File: config.mk
export PLATFORM = sky130hd
export DESIGN_NAME = ssi_status_irq
export DESIGN_NICKNAME = d
export VERILOG_FILES = /design/src/core/ssi_pkg.sv /design/src/core/ssi_status_irq.sv
export VERILOG_INCLUDE_DIRS = /design/src /design/src/core
export SDC_FILE = /design/constraint.sdc
export NUM_CORES = 1
export LEC_CHECK = 0
export BUFFER_PORTS_ARGS = -buffer_cell sky130_fd_sc_hd__buf_4
export CAP_MARGIN = 20
export CORE_UTILIZATION = 30
export DETAILED_ROUTE_END_ITERATION = 7
export MAX_ROUTING_LAYER = met4
export PLACE_DENSITY_LB_ADDON = 0.2
export SLEW_MARGIN = 20
export SYNTH_ARGS = -nofsm -noshare
export SYNTH_HDL_FRONTEND = slang
export SYNTH_SLANG_ARGS = --single-unit
File: constraint.sdc
create_clock -name I_CLK_SYS -period 1.5 [get_ports I_CLK_SYS]
set_input_delay 0.3 -clock I_CLK_SYS [delete_from_list [all_inputs] [get_ports I_CLK_SYS]]
set_output_delay 0.3 -clock I_CLK_SYS [all_outputs]
set_load 0.01 [all_outputs]
File: src/core/ssi_consts.svh
// Purpose: register offsets, field positions and reset values of the status and interrupt summary block
// Assumes: byte-wide registers on the host register port
// Notes:   definitions only
`ifndef SSI_CONSTS_SVH
`define SSI_CONSTS_SVH

`define SSI_ADDR_ID_HIGH     8'h30
`define SSI_ADDR_ID_LOW_REV  8'h31
`define SSI_ADDR_CFG_STRAP   8'h40
`define SSI_ADDR_PIN_LEVEL   8'h41
`define SSI_ADDR_TOP_IRQ     8'h42
`define SSI_ADDR_GLOBAL_FUNCTIONS_SUMMARY_IRQ    8'h43
`define SSI_ADDR_INPUT_IRQ   8'h44

`define SSI_CFG_TEST_BIT     3'd7
`define SSI_CFG_OSCILLATOR_FAIL_FLAG_BIT   3'd6
`define SSI_CFG_IF_LSB       3'd2
`define SSI_CFG_AC_LSB       3'd0

`define SSI_ID_LOW_LSB       3'd4
`define SSI_REV_LSB          3'd0

`define SSI_TOP_GLOBAL_FUNCTIONS_SUMMARY_BIT     3'd6
`define SSI_TOP_OC_BIT       3'd5
`define SSI_TOP_IC_BIT       3'd4
`define SSI_TOP_DPLL_BIT     3'd3
`define SSI_TOP_APLL_BIT     3'd2
`define SSI_TOP_EN_BIT       3'd1
`define SSI_TOP_INT_BIT      3'd0

`define SSI_GLOBAL_FUNCTIONS_SUMMARY_BOOT_BIT    3'd7
`define SSI_GLOBAL_FUNCTIONS_SUMMARY_PA_BIT      3'd1
`define SSI_GLOBAL_FUNCTIONS_SUMMARY_MAB_BIT     3'd0

`define SSI_IC1_BIT          3'd0
`define SSI_IC2_BIT          3'd1
`define SSI_IC3_BIT          3'd2

`define SSI_BYTE_ZERO        8'h00
`define SSI_EN_RESET         1'b0
`define SSI_FLAG_RESET       1'b0

`endif

File: src/core/ssi_pkg.sv
// Purpose: shared types of the status and interrupt summary block
// Assumes: nothing beyond the constants header
// Notes:   nothing is imported; users write ssi_pkg::name
package ssi_pkg;
    typedef logic [7:0] ssi_byte_t;
    typedef logic [1:0] ssi_strap2_t;
    typedef logic [3:0] ssi_pin_t;
endpackage : ssi_pkg

File: src/core/ssi_status_irq.sv
// Purpose: identity, strap status, pin levels and the two-level interrupt summary tree
// Assumes: one clock, synchronous active-low reset; host serial decoder gives byte reads and writes
// Notes:   straps and pins come from package pins and are synchronised before use
//
// How it works
// - identity high byte reads at 0x30, read only.
// - identity low four bits sit in bits 7..4 of 0x31.
// - bits 3..0 of 0x31 give silicon revision, starting at zero.
// - test strap bit holds test pin level caught at reset release.
// - oscillator fail bit follows monitor, forced zero when ring oscillator disabled.
// - interface strap field holds two select pins caught at reset release.
// - auto-configuration strap field holds two config pins caught at reset release.
// - pin status low nibble shows live pin levels, no inversion.
// - global summary bit set when phase adjust or phase measure bit set; boot done not included.
// - output clock summary set when any output clock interrupt bit set.
// - input clock summary set when any input clock interrupt bit set.
// - digital loop summary set when any digital loop interrupt bit set.
// - analog loop summary set when any analog loop interrupt bit set.
// - writable master enable; zero blocks every source from master status.
// - master status equals OR of five summaries ANDed with enable.
// - a chosen pin may be driven to follow master status.
// - boot done clears on reset, sets when boot controller finishes.
// - phase adjust bit set while any latched-and-enabled phase adjust status.
// - phase measure bit set while any latched-and-enabled measure status.
// - third input bit set while its latched validity and enable set.
// - second input bit set while its latched validity and enable set.
// - first input bit set while its latched validity and enable set.
// - latched bits set on any live change; a one on the matching clear input clears them.
`timescale 1ns/1ps
`include "ssi_consts.svh"

module ssi_status_irq #(
    parameter int                 PA_W   = 4,
    parameter int                 MAB_W  = 2,
    parameter logic [7:0]         ID_HIGH = 8'ha5,   // arbitrary value
    parameter logic [3:0]         ID_LOW  = 4'h6,    // arbitrary value
    parameter logic [3:0]         SILICON_REVISION_FIELD     = 4'h0
) (
    input  wire logic             I_CLK_SYS,
    input  wire logic             I_RESETN,
    input  wire logic [7:0]       I_REG_ADDR,
    input  wire logic             I_REG_RD,
    input  wire logic             I_REG_WR,
    input  wire logic [7:0]       I_REG_WDATA,
    output logic      [7:0]       O_REG_RDATA,
    output logic                  O_REG_RVALID,
    input  wire logic             I_PIN_TEST,
    input  wire logic [1:0]       I_PIN_IF_SEL,
    input  wire logic [1:0]       I_PIN_AC_SEL,
    input  wire logic [3:0]       I_PIN_GPIO,
    input  wire logic             I_XO_FAIL,
    input  wire logic             I_RING_OSC_DISABLE,
    input  wire logic             I_BOOT_DONE,
    input  wire logic [PA_W-1:0]  I_PA_RT,
    input  wire logic [PA_W-1:0]  I_PA_IE,
    input  wire logic [PA_W-1:0]  I_PA_CLR,
    input  wire logic [MAB_W-1:0] I_MAB_RT,
    input  wire logic [MAB_W-1:0] I_MAB_IE,
    input  wire logic [MAB_W-1:0] I_MAB_CLR,
    input  wire logic [2:0]       I_VAL_RT,
    input  wire logic [2:0]       I_VAL_IE,
    input  wire logic [2:0]       I_VAL_CLR,
    input  wire logic [7:0]       I_OC_ISR,
    input  wire logic [7:0]       I_DPLL_ISR,
    input  wire logic [7:0]       I_APLL_ISR,
    input  wire logic             I_IRQ_PIN_EN,
    input  wire logic [1:0]       I_IRQ_PIN_SEL,
    output logic      [3:0]       O_GPIO_OUT,
    output logic      [3:0]       O_GPIO_OE,
    output logic                  O_IRQ,
    output logic      [PA_W-1:0]  O_PA_LATCHED,
    output logic      [MAB_W-1:0] O_MAB_LATCHED,
    output logic      [2:0]       O_VAL_LATCHED
);

    localparam int LEAF_W = 3 + MAB_W + PA_W;

    // pin synchronisers: stage one is read only by stage two
    logic                 test_s1_reg;
    logic                 test_s2_reg;
    ssi_pkg::ssi_strap2_t if_s1_reg;
    ssi_pkg::ssi_strap2_t if_s2_reg;
    ssi_pkg::ssi_strap2_t ac_s1_reg;
    ssi_pkg::ssi_strap2_t ac_s2_reg;
    ssi_pkg::ssi_pin_t    gpio_s1_reg;
    ssi_pkg::ssi_pin_t    gpio_s2_reg;

    logic                 strap_done_reg;
    logic                 strap_test_reg;
    ssi_pkg::ssi_strap2_t strap_if_reg;
    ssi_pkg::ssi_strap2_t strap_ac_reg;
    logic                 boot_done_reg;
    logic                 irq_en_reg;

    logic [LEAF_W-1:0]    leaf_rt;
    logic [LEAF_W-1:0]    leaf_ie;
    logic [LEAF_W-1:0]    leaf_clr;
    logic [LEAF_W-1:0]    leaf_prev_reg;
    logic [LEAF_W-1:0]    leaf_lat_reg;
    logic [LEAF_W-1:0]    leaf_act;

    logic                 pa_irq;
    logic                 mab_irq;
    logic [2:0]           input_irq;
    logic                 global_functions_summary_sum;
    logic                 oc_sum;
    logic                 ic_sum;
    logic                 dpll_sum;
    logic                 apll_sum;
    logic                 master_irq;
    logic                 xo_fail_bit;

    ssi_pkg::ssi_byte_t   cfg_byte;
    ssi_pkg::ssi_byte_t   top_byte;
    ssi_pkg::ssi_byte_t   global_functions_summary_byte;
    ssi_pkg::ssi_byte_t   input_byte;
    ssi_pkg::ssi_byte_t   rdata_next;

    // no reset on the synchronisers so the straps are already valid when reset lifts
    always_ff @(posedge I_CLK_SYS) begin
        test_s1_reg <= I_PIN_TEST;
        test_s2_reg <= test_s1_reg;
        if_s1_reg   <= I_PIN_IF_SEL;
        if_s2_reg   <= if_s1_reg;
        ac_s1_reg   <= I_PIN_AC_SEL;
        ac_s2_reg   <= ac_s1_reg;
        gpio_s1_reg <= I_PIN_GPIO;
        gpio_s2_reg <= gpio_s1_reg;
    end

    // straps are caught on the first edge after reset release, then frozen
    always_ff @(posedge I_CLK_SYS) begin
        if (!I_RESETN) begin
            strap_done_reg <= `SSI_FLAG_RESET;
            strap_test_reg <= `SSI_FLAG_RESET;
            strap_if_reg   <= '0;
            strap_ac_reg   <= '0;
        end else if (!strap_done_reg) begin
            strap_done_reg <= 1'b1;
            strap_test_reg <= test_s2_reg;
            strap_if_reg   <= if_s2_reg;
            strap_ac_reg   <= ac_s2_reg;
        end
    end

    always_ff @(posedge I_CLK_SYS) begin
        if (!I_RESETN) begin
            boot_done_reg <= `SSI_FLAG_RESET;
        end else if (I_BOOT_DONE) begin
            boot_done_reg <= 1'b1;
        end
    end

    // the only writable bit of the whole group; every other write is dropped
    always_ff @(posedge I_CLK_SYS) begin
        if (!I_RESETN) begin
            irq_en_reg <= `SSI_EN_RESET;
        end else if (I_REG_WR && I_REG_ADDR == `SSI_ADDR_TOP_IRQ) begin
            irq_en_reg <= I_REG_WDATA[`SSI_TOP_EN_BIT];
        end
    end

    assign leaf_rt  = {I_PA_RT, I_MAB_RT, I_VAL_RT};
    assign leaf_ie  = {I_PA_IE, I_MAB_IE, I_VAL_IE};
    assign leaf_clr = {I_PA_CLR, I_MAB_CLR, I_VAL_CLR};

    always_ff @(posedge I_CLK_SYS) begin
        if (!I_RESETN) begin
            leaf_prev_reg <= '0;
        end else begin
            leaf_prev_reg <= leaf_rt;
        end
    end

    // a change in the same cycle as a clear keeps the bit set
    genvar gi;
    generate
        for (gi = 0; gi < LEAF_W; gi++) begin : g_leaf
            always_ff @(posedge I_CLK_SYS) begin
                if (!I_RESETN) begin
                    leaf_lat_reg[gi] <= `SSI_FLAG_RESET;
                end else begin
                    leaf_lat_reg[gi] <= (leaf_rt[gi] ^ leaf_prev_reg[gi]) |
                                        (leaf_lat_reg[gi] & ~leaf_clr[gi]);
                end
            end
            assign leaf_act[gi] = leaf_lat_reg[gi] & leaf_ie[gi];
        end
    endgenerate

    assign input_irq  = leaf_act[2:0];
    assign mab_irq    = |leaf_act[3 +: MAB_W];
    assign pa_irq     = |leaf_act[3 + MAB_W +: PA_W];
    assign global_functions_summary_sum   = pa_irq | mab_irq;
    assign oc_sum     = |I_OC_ISR;
    assign ic_sum     = |input_irq;
    assign dpll_sum   = |I_DPLL_ISR;
    assign apll_sum   = |I_APLL_ISR;
    assign master_irq = (global_functions_summary_sum | oc_sum | ic_sum | dpll_sum | apll_sum) & irq_en_reg;
    assign xo_fail_bit = I_XO_FAIL & ~I_RING_OSC_DISABLE;

    always_comb begin
        cfg_byte                             = `SSI_BYTE_ZERO;
        cfg_byte[`SSI_CFG_TEST_BIT]          = strap_test_reg;
        cfg_byte[`SSI_CFG_OSCILLATOR_FAIL_FLAG_BIT]        = xo_fail_bit;
        cfg_byte[`SSI_CFG_IF_LSB +: 2]       = strap_if_reg;
        cfg_byte[`SSI_CFG_AC_LSB +: 2]       = strap_ac_reg;
        top_byte                             = `SSI_BYTE_ZERO;
        top_byte[`SSI_TOP_GLOBAL_FUNCTIONS_SUMMARY_BIT]          = global_functions_summary_sum;
        top_byte[`SSI_TOP_OC_BIT]            = oc_sum;
        top_byte[`SSI_TOP_IC_BIT]            = ic_sum;
        top_byte[`SSI_TOP_DPLL_BIT]          = dpll_sum;
        top_byte[`SSI_TOP_APLL_BIT]          = apll_sum;
        top_byte[`SSI_TOP_EN_BIT]            = irq_en_reg;
        top_byte[`SSI_TOP_INT_BIT]           = master_irq;
        global_functions_summary_byte                            = `SSI_BYTE_ZERO;
        global_functions_summary_byte[`SSI_GLOBAL_FUNCTIONS_SUMMARY_BOOT_BIT]        = boot_done_reg;
        global_functions_summary_byte[`SSI_GLOBAL_FUNCTIONS_SUMMARY_PA_BIT]          = pa_irq;
        global_functions_summary_byte[`SSI_GLOBAL_FUNCTIONS_SUMMARY_MAB_BIT]         = mab_irq;
        input_byte                           = `SSI_BYTE_ZERO;
        input_byte[`SSI_IC1_BIT]             = input_irq[0];
        input_byte[`SSI_IC2_BIT]             = input_irq[1];
        input_byte[`SSI_IC3_BIT]             = input_irq[2];
    end

    always_comb begin
        if (I_REG_ADDR == `SSI_ADDR_ID_HIGH) begin
            rdata_next = ID_HIGH;
        end else if (I_REG_ADDR == `SSI_ADDR_ID_LOW_REV) begin
            rdata_next = `SSI_BYTE_ZERO;
            rdata_next[`SSI_ID_LOW_LSB +: 4] = ID_LOW;
            rdata_next[`SSI_REV_LSB +: 4]    = SILICON_REVISION_FIELD;
        end else if (I_REG_ADDR == `SSI_ADDR_CFG_STRAP) begin
            rdata_next = cfg_byte;
        end else if (I_REG_ADDR == `SSI_ADDR_PIN_LEVEL) begin
            rdata_next = {4'h0, gpio_s2_reg};
        end else if (I_REG_ADDR == `SSI_ADDR_TOP_IRQ) begin
            rdata_next = top_byte;
        end else if (I_REG_ADDR == `SSI_ADDR_GLOBAL_FUNCTIONS_SUMMARY_IRQ) begin
            rdata_next = global_functions_summary_byte;
        end else if (I_REG_ADDR == `SSI_ADDR_INPUT_IRQ) begin
            rdata_next = input_byte;
        end else begin
            rdata_next = `SSI_BYTE_ZERO;
        end
    end

    always_ff @(posedge I_CLK_SYS) begin
        if (!I_RESETN) begin
            O_REG_RDATA  <= `SSI_BYTE_ZERO;
            O_REG_RVALID <= 1'b0;
        end else begin
            O_REG_RVALID <= I_REG_RD;
            if (I_REG_RD) begin
                O_REG_RDATA <= rdata_next;
            end
        end
    end

    // interrupt pin drive is registered so the pin never glitches on summary decode
    always_ff @(posedge I_CLK_SYS) begin
        if (!I_RESETN) begin
            O_IRQ      <= 1'b0;
            O_GPIO_OUT <= 4'h0;
            O_GPIO_OE  <= 4'h0;
        end else begin
            O_IRQ      <= master_irq;
            O_GPIO_OUT <= master_irq ? (4'h1 << I_IRQ_PIN_SEL) : 4'h0;
            O_GPIO_OE  <= I_IRQ_PIN_EN ? (4'h1 << I_IRQ_PIN_SEL) : 4'h0;
        end
    end

    assign O_VAL_LATCHED = leaf_lat_reg[2:0];
    assign O_MAB_LATCHED = leaf_lat_reg[3 +: MAB_W];
    assign O_PA_LATCHED  = leaf_lat_reg[3 + MAB_W +: PA_W];

    property p_id_high;
        @(posedge I_CLK_SYS) disable iff (!I_RESETN)
        I_REG_RD && I_REG_ADDR == `SSI_ADDR_ID_HIGH |=> O_REG_RVALID && O_REG_RDATA == ID_HIGH;
    endproperty
    a_id_high: assert property (p_id_high) else $error("identity high byte wrong");

    property p_id_low_rev;
        @(posedge I_CLK_SYS) disable iff (!I_RESETN)
        I_REG_RD && I_REG_ADDR == `SSI_ADDR_ID_LOW_REV |=> O_REG_RDATA == {ID_LOW, SILICON_REVISION_FIELD};
    endproperty
    a_id_low_rev: assert property (p_id_low_rev) else $error("identity low or revision wrong");

    property p_strap_frozen;
        @(posedge I_CLK_SYS) disable iff (!I_RESETN)
        strap_done_reg |=> $stable(strap_test_reg) && $stable(strap_if_reg) && $stable(strap_ac_reg);
    endproperty
    a_strap_frozen: assert property (p_strap_frozen) else $error("strap changed after capture");

    property p_xo_masked;
        @(posedge I_CLK_SYS) disable iff (!I_RESETN)
        I_REG_RD && I_REG_ADDR == `SSI_ADDR_CFG_STRAP && I_RING_OSC_DISABLE |=> !O_REG_RDATA[`SSI_CFG_OSCILLATOR_FAIL_FLAG_BIT];
    endproperty
    a_xo_masked: assert property (p_xo_masked) else $error("oscillator fail shown while ring oscillator off");

    property p_pin_level;
        @(posedge I_CLK_SYS) disable iff (!I_RESETN)
        I_REG_RD && I_REG_ADDR == `SSI_ADDR_PIN_LEVEL |=> O_REG_RDATA == {4'h0, $past(gpio_s2_reg)};
    endproperty
    a_pin_level: assert property (p_pin_level) else $error("pin status mismatch");

    property p_master;
        @(posedge I_CLK_SYS) disable iff (!I_RESETN)
        ##1 O_IRQ == ($past(irq_en_reg) &&
            ($past(|I_OC_ISR) || $past(|I_DPLL_ISR) || $past(|I_APLL_ISR) || $past(|leaf_act)));
    endproperty
    a_master: assert property (p_master) else $error("master status not OR of summaries and enable");

    property p_enable_write;
        @(posedge I_CLK_SYS) disable iff (!I_RESETN)
        I_REG_WR && I_REG_ADDR == `SSI_ADDR_TOP_IRQ |=> irq_en_reg == $past(I_REG_WDATA[`SSI_TOP_EN_BIT]);
    endproperty
    a_enable_write: assert property (p_enable_write) else $error("enable write lost");

    property p_disabled_quiet;
        @(posedge I_CLK_SYS) disable iff (!I_RESETN)
        !irq_en_reg |=> !O_IRQ && O_GPIO_OUT == 4'h0;
    endproperty
    a_disabled_quiet: assert property (p_disabled_quiet) else $error("interrupt while disabled");

    property p_boot_sticky;
        @(posedge I_CLK_SYS) disable iff (!I_RESETN)
        $rose(boot_done_reg) |-> $past(I_BOOT_DONE) ##1 boot_done_reg [*2];
    endproperty
    a_boot_sticky: assert property (p_boot_sticky) else $error("boot done not sticky");

    property p_leaf_change;
        @(posedge I_CLK_SYS) disable iff (!I_RESETN)
        (leaf_rt[0] != leaf_prev_reg[0]) ##1 (leaf_rt[0] == leaf_prev_reg[0] && !leaf_clr[0])[*2] |-> leaf_lat_reg[0];
    endproperty
    a_leaf_change: assert property (p_leaf_change) else $error("input change not latched");

    property p_leaf_input_irq;
        @(posedge I_CLK_SYS) disable iff (!I_RESETN)
        I_REG_RD && I_REG_ADDR == `SSI_ADDR_INPUT_IRQ |=>
            O_REG_RDATA[2:0] == ($past(leaf_lat_reg[2:0]) & $past(I_VAL_IE));
    endproperty
    a_leaf_input_irq: assert property (p_leaf_input_irq) else $error("input interrupt bits wrong");

    property p_global_functions_summary_bits;
        @(posedge I_CLK_SYS) disable iff (!I_RESETN)
        I_REG_RD && I_REG_ADDR == `SSI_ADDR_GLOBAL_FUNCTIONS_SUMMARY_IRQ |=>
            O_REG_RDATA[`SSI_GLOBAL_FUNCTIONS_SUMMARY_PA_BIT] == $past(|(O_PA_LATCHED & I_PA_IE)) &&
            O_REG_RDATA[`SSI_GLOBAL_FUNCTIONS_SUMMARY_MAB_BIT] == $past(|(O_MAB_LATCHED & I_MAB_IE));
    endproperty
    a_global_functions_summary_bits: assert property (p_global_functions_summary_bits) else $error("global interrupt bits wrong");

    c_boot_then_irq: cover property (@(posedge I_CLK_SYS) disable iff (!I_RESETN) boot_done_reg ##[1:20] O_IRQ);
    c_irq_on_pin:    cover property (@(posedge I_CLK_SYS) disable iff (!I_RESETN) I_IRQ_PIN_EN && O_GPIO_OUT != 4'h0);
    c_set_vs_clear:  cover property (@(posedge I_CLK_SYS) disable iff (!I_RESETN)
                                     leaf_clr[0] && leaf_rt[0] != leaf_prev_reg[0]);

endmodule : ssi_status_irq

* Word level (Yosys, flattened, before mapping)
Index checks and enable logic that the tools add are counted.
** Cells by class
- Shifts and indexed selects :: 1
- Mux-type cells :: 8
- Bitwise operators :: 53
- Reductions and logical operators :: 9
- Equality and inequality tests :: 7
** Operators by type and width (count)
- $mux 8 :: 6
- $eq 8x7->1 const B :: 5
- $reduce_or 8->1 :: 3
- $and 1x1->1 :: 20
- $eq 8x6->1 const B :: 2
- $or 1x1->1 :: 14
- $not 1->1 :: 10
- $xor 1x1->1 :: 9
- $reduce_and 2->1 :: 2
- $reduce_or 4->1 :: 1
- $shl 1x2->4 const A :: 1
- $mux 3 :: 1
- $reduce_or 3->1 :: 1
- $reduce_or 2->1 :: 1
- $logic_and 1x1->1 :: 1
- $mux 1 :: 1
** Storage, ports and cells
- Output and inout port bits :: 27
- Input port bits :: 86
- Word-level logic and storage cells :: 107
- Flip-flop bits (word level) :: 62

* Longest topological paths before layout
- Depth in word-level cells :: 13
- Gate-level depth with buffers :: 6
- Depth with buffers taken out :: 4

* Worst setup path before layout
No wires, ideal clock.
- Kind :: input-to-reg
- Start point :: in I_REG_ADDR[1]
- End point :: reg O_REG_RDATA[2]
- Path buffers :: 1
- Required time :: 1.414 ns
- Stages on the path :: 5
- Data arrival time :: 1.418 ns
- Setup time :: 0.086 ns
- Slack :: -0.004 ns
- Cell sequence :: buf_2 -> or4b_1 -> o22ai_1 -> a22oi_1 -> a211oi_1
** On the way
- Cells in the longest elaborated chain, start to end :: 8
- Elaborated cells between the ends (all ways) :: 14
- Classes of those cells :: 7 x eq/ne; 7 x mux
** Ends and longest elaborated chain
- from (decl) :: line ssi_status_irq.sv:41 : input wire logic [7:0] I_REG_ADDR,
- $eq 8x7->1 (no source line)
- $mux 3 :: line ssi_status_irq.sv:241 : end else if (I_REG_ADDR == `SSI_ADDR_INPUT_IRQ) begin
- $mux 8 :: line ssi_status_irq.sv:239 : end else if (I_REG_ADDR == `SSI_ADDR_GLOBAL_FUNCTIONS_SUMMARY_IRQ) begin
- $mux 8 :: line ssi_status_irq.sv:237 : end else if (I_REG_ADDR == `SSI_ADDR_TOP_IRQ) begin
- $mux 8 :: line ssi_status_irq.sv:235 : end else if (I_REG_ADDR == `SSI_ADDR_PIN_LEVEL) begin
- $mux 8 :: line ssi_status_irq.sv:233 : end else if (I_REG_ADDR == `SSI_ADDR_CFG_STRAP) begin
- $mux 8 :: line ssi_status_irq.sv:229 : end else if (I_REG_ADDR == `SSI_ADDR_ID_LOW_REV) begin
- $mux 8 * :: line ssi_status_irq.sv:227 : if (I_REG_ADDR == `SSI_ADDR_ID_HIGH) begin
- to (signal assigned) :: line ssi_status_irq.sv:250 : O_REG_RDATA <= `SSI_BYTE_ZERO;
- to (signal assigned) :: line ssi_status_irq.sv:255 : O_REG_RDATA <= rdata_next;
- to (decl) :: line ssi_status_irq.sv:45 : output logic [7:0] O_REG_RDATA,
Every way passes the cells marked *; elsewhere a longest branch is shown, timed or not.
A chain may end at the register's enable or synchronous reset.

* Worst setup path in the final report
- Start point :: reg leaf_lat_reg[3] (netlist: O_MAB_LATCHED[0])
- End point :: reg O_GPIO_OUT[0]
** On the way
- Cells in the longest elaborated chain, start to end :: 9
** Ends and longest elaborated chain
- from (decl) :: line ssi_status_irq.sv:99 : logic [LEAF_W-1:0] leaf_lat_reg;
- from (signal, indexed assignment) :: line ssi_status_irq.sv:181 : leaf_lat_reg[gi] <= `SSI_FLAG_RESET;
- from (signal, indexed assignment) :: line ssi_status_irq.sv:183 : leaf_lat_reg[gi] <= (leaf_rt[gi] ^ leaf_prev_reg[gi]) |
- $and 1x1->1 :: line ssi_status_irq.sv:187 : assign leaf_act[gi] = leaf_lat_reg[gi] & leaf_ie[gi];
- $reduce_or 2->1 :: line ssi_status_irq.sv:192 : assign mab_irq = |leaf_act[3 +: MAB_W];
- $or 1x1->1 :: line ssi_status_irq.sv:194 : assign global_functions_summary_sum = pa_irq | mab_irq;
- $or 1x1->1 (4 in a row) :: line ssi_status_irq.sv:199 : assign master_irq = (global_functions_summary_sum | oc_sum | ic_sum | dpll_sum | apll_sum) & irq_en_reg;
- $and 1x1->1 :: line ssi_status_irq.sv:199
- $reduce_and 2->1 (no source line)
- to (signal assigned) :: line ssi_status_irq.sv:268 : O_GPIO_OUT <= master_irq ? (4'h1 << I_IRQ_PIN_SEL) : 4'h0;
- to (decl) :: line ssi_status_irq.sv:68 : output logic [3:0] O_GPIO_OUT,
No other way between the ends.

==> qor.json <==
{
  "yosysSeqAreaShare_pct": 55.95,
  "crit_arrival_ns": 1.64,
  "power_density_normalized_to_cell_area_mw_per_mm2": 1043,
  "routabilityCongestion": 0.7923,
  "ys_ff_latch": 62,
  "drc": 0,
  "first_pass_grt_wire_length_mm": 8.804,
  "drt-total-wl_mm": 5.712,
  "drtPass1Iterations": 4,
  "detailedPlacementHpwl_mm": 4.397,
  "detail_route.iter0.violations": 79,
  "period_needed_ns": 1.398,
  "syn_to_final_growth_pct": 57.53,
  "buffer_type_at_the_clock_tree_root": "clkbuf_8",
  "critical_path.endpoint_type": "register",
  "dominant_register_cell_in_the_synthesized_netlist": "dfxtp_1",
  "yosys.area_share.simple_pct": 22.73,
  "max_slew.worst_pin.slew_ns": 0.5329,
  "core_area_mm2": 0.006982,
  "finalHoldViolations": 0,
  "cts.hold.buffers_added": 0,
  "leakage_nw": 1.553,
  "critical_path_buf_inv_count": 2,
  "main_combinational_cell_family_by_area_after_synthesis": "simple AND/OR/NAND/NOR gates",
  "cts.reportedPaths.clkPinSlew_ns": 0.07,
  "ys_async_sr_fraction_pct": 0,
  "floorplan.initialDensity_pct": 31.77,
  "final-max-slew-violation-count": 0,
  "worst_ir_drop_vdd_mv": 0.4541,
  "synth_largest_area_cell": "dfxtp_1",
  "gr-usage-all-layers_pct": 15.94,
  "critical_path.max_fanout": 5,
  "timing.max_cap.violations": 0,
  "post_synth_fa_ha_maj_area_fraction_pct": 0,
  "crit_path_start_kind": "register",
  "max_clock_buf_depth": 2,
  "synth-xor-area-share_pct": 3.553,
  "synth.yosys.warnings": 0,
  "clock_tree_from_tritoncts": "yes",
  "final_common_cell": "buf_4",
  "avgSynthCellArea_um2": 10.08,
  "synth_compound_area_share_pct": 12.75,
  "aggregate_negative_setup_slack_ns": 0,
  "largest_register_ffs": 9,
  "grt_antenna_before_repair": 0,
  "grt_start_max_net_pins": 17,
  "clock_skew_ns": 0.007429,
  "synthMuxAreaShare_pct": 2.764,
  "cts_buffers": 9,
  "layout_cells_sized_above_1_pct": 42.74,
  "run_status": "finished clean",
  "rows": 30,
  "layout_worst_path_cycle_share_pct": 93.22,
  "die_y_um": 87.99,
  "critical_path_required_ns": 1.74,
  "antenna_violating_nets_post_route": 0,
  "fillerInstances": 694,
  "clock_latency_ns": 0.34,
  "ff_latch_area_mm2": 0.001241,
  "crit_path_frequent_cell": "buf_4",
  "drt-wirelength-per-cell_um": 12.58,
  "synth-edff-count": 0,
  "postCtsSetupRepairBufs": 0,
  "post_synth_instance_area_mm2": 0.002218,
  "route.detailed.vias_per_inst": 4.518,
  "setup_viol": 0,
  "timing.fmax_mhz": 715.2,
  "finalNetCount": 439,
  "slew_headroom_pct": 64.43,
  "post_syn_instances": 220,
  "cpMaxStageDelayCell": "dfxtp_1",
  "yosys-top-cells-area": "dfxtp_1 (56%), xnor2_1 (3.6%), nand2b_1 (3.4%)",
  "n_antenna_cell": 0,
  "ios": 113,
  "die_boundary_width_um": 87.99,
  "rsz0062_at_grt": "no",
  "first_global_vias": 1891,
  "timing_worst_setup_path_type": "register to register",
  "cts-htree-levels": 3,
  "route.vias.total": 2051,
  "synth.distinct_cells": 43,
  "timing.critical_path.slowest_cell_delay_ns": 0.32,
  "synth_top_cell_area_share_pct": 55.95,
  "multiInputGateArea_um2": 953.4,
  "critical_path.cell_chain": "a22oi_1 > buf_4 > nand3_2 > o311ai_2 > buf_4 > nor3_1",
  "design_power_total_mw": 3.644,
  "grt_remaining_overflow": 0,
  "io_buffers": 105,
  "clkSinkCount": 62,
  "total_die_area_mm2": 0.007742,
  "hold_class": "primary input to register",
  "critical-path-top-delay-family": "compound AO/OA/AOI/OAI gates",
  "synth.net_count": 306,
  "final_cell_mix": "buf_4 (130), dfxtp_1 (62), nor2_1 (19)"
}
-- metal layers --
layer | wire, µm | GRT usage [%] | up-vias
met5 | 0 | - | -
met4 | 132 | 9.389 | 0
met3 | 441 | 3.864 | 11
li1 | - | - | 1053
met2 | 2512 | 22.48 | 83
met1 | 2626 | 20.53 | 904
-- cells by family (layout without fill, tap and decap cells) --
logic type | Yosys count | count (layout)
AO/OA/AOI/OAI | 43 | 43
XOR/XNOR | 9 | 9
buffers and inverters | 12 | 150
flip-flops | 62 | 62
multiplexers | 6 | 6
AND/OR/NAND/NOR | 88 | 88
-- power by group --
part / internal (mW) / leakage (nW) / switching [mW] / total [mW]
Clock: 0.753 / 0.0948 / 0.650 / 1.40
Combinational: 0.289 / 0.944 / 0.182 / 0.471
Sequential: 1.73 / 0.515 / 0.0405 / 1.77
-- final timing paths --
| check | startpoint | to | slack [ns] | cells after the start |
|---|---|---|---|---|
| worst min register to register | gpio_s1_reg[1] | gpio_s2_reg[1] | 0.33 | 0 |
| worst min-delay path | I_PIN_GPIO[1] | gpio_s1_reg[1] | 0.06 | 1 |
| worst max register to register | O_MAB_LATCHED[0] | O_GPIO_OUT[0] | 0.10 | 6 |
| worst max-delay path | O_MAB_LATCHED[0] | O_GPIO_OUT[0] | 0.10 | 6 |
-- what timing repair did --
item | in CTS | in global routing
resized for setup | 1 | 3
pin swaps | 0 | 0
endpoints found under the setup margin | 5 | 5
gates cloned | 0 | 0
-- area by class of cell --
class / count / share of cell area [%]
multi-input cells: 146 / 27.28
flip-flops and latches: 62 / 35.52
clock inverters: 7 / 1.862
repair buffers: 130 / 27.93
inverters: 4 / 0.4296
clock buffers: 9 / 3.545
well taps: 96 / 3.437
-- synthesized netlist by cell type (6+ instances only) --
master	n
clkbuf_1	6
nor2_1	19
a21oi_1	14
nand2_1	13
nand2b_1	12
dfxtp_1	62
and2_1	10
nor4_1	6
xnor2_1	9
-- per-stage QoR --
stage                     util, %  cell area (µm²)  cells  setup WS [ns]  hold WS [ns]
after floorplan                 -             2222    220        0.01761        0.3096
after global placement      47.03             3283    438        -0.1658        0.3122
after detailed placement    47.03             3283    438        -0.1909        0.3121
after CTS                   49.80             3477    454        0.03790       0.04200
after global routing        50.05             3495    454       0.006485       0.04635
final                       50.05             3495    454         0.1017       0.06010
No activity file was read; power rests on OpenSTA's default activity.
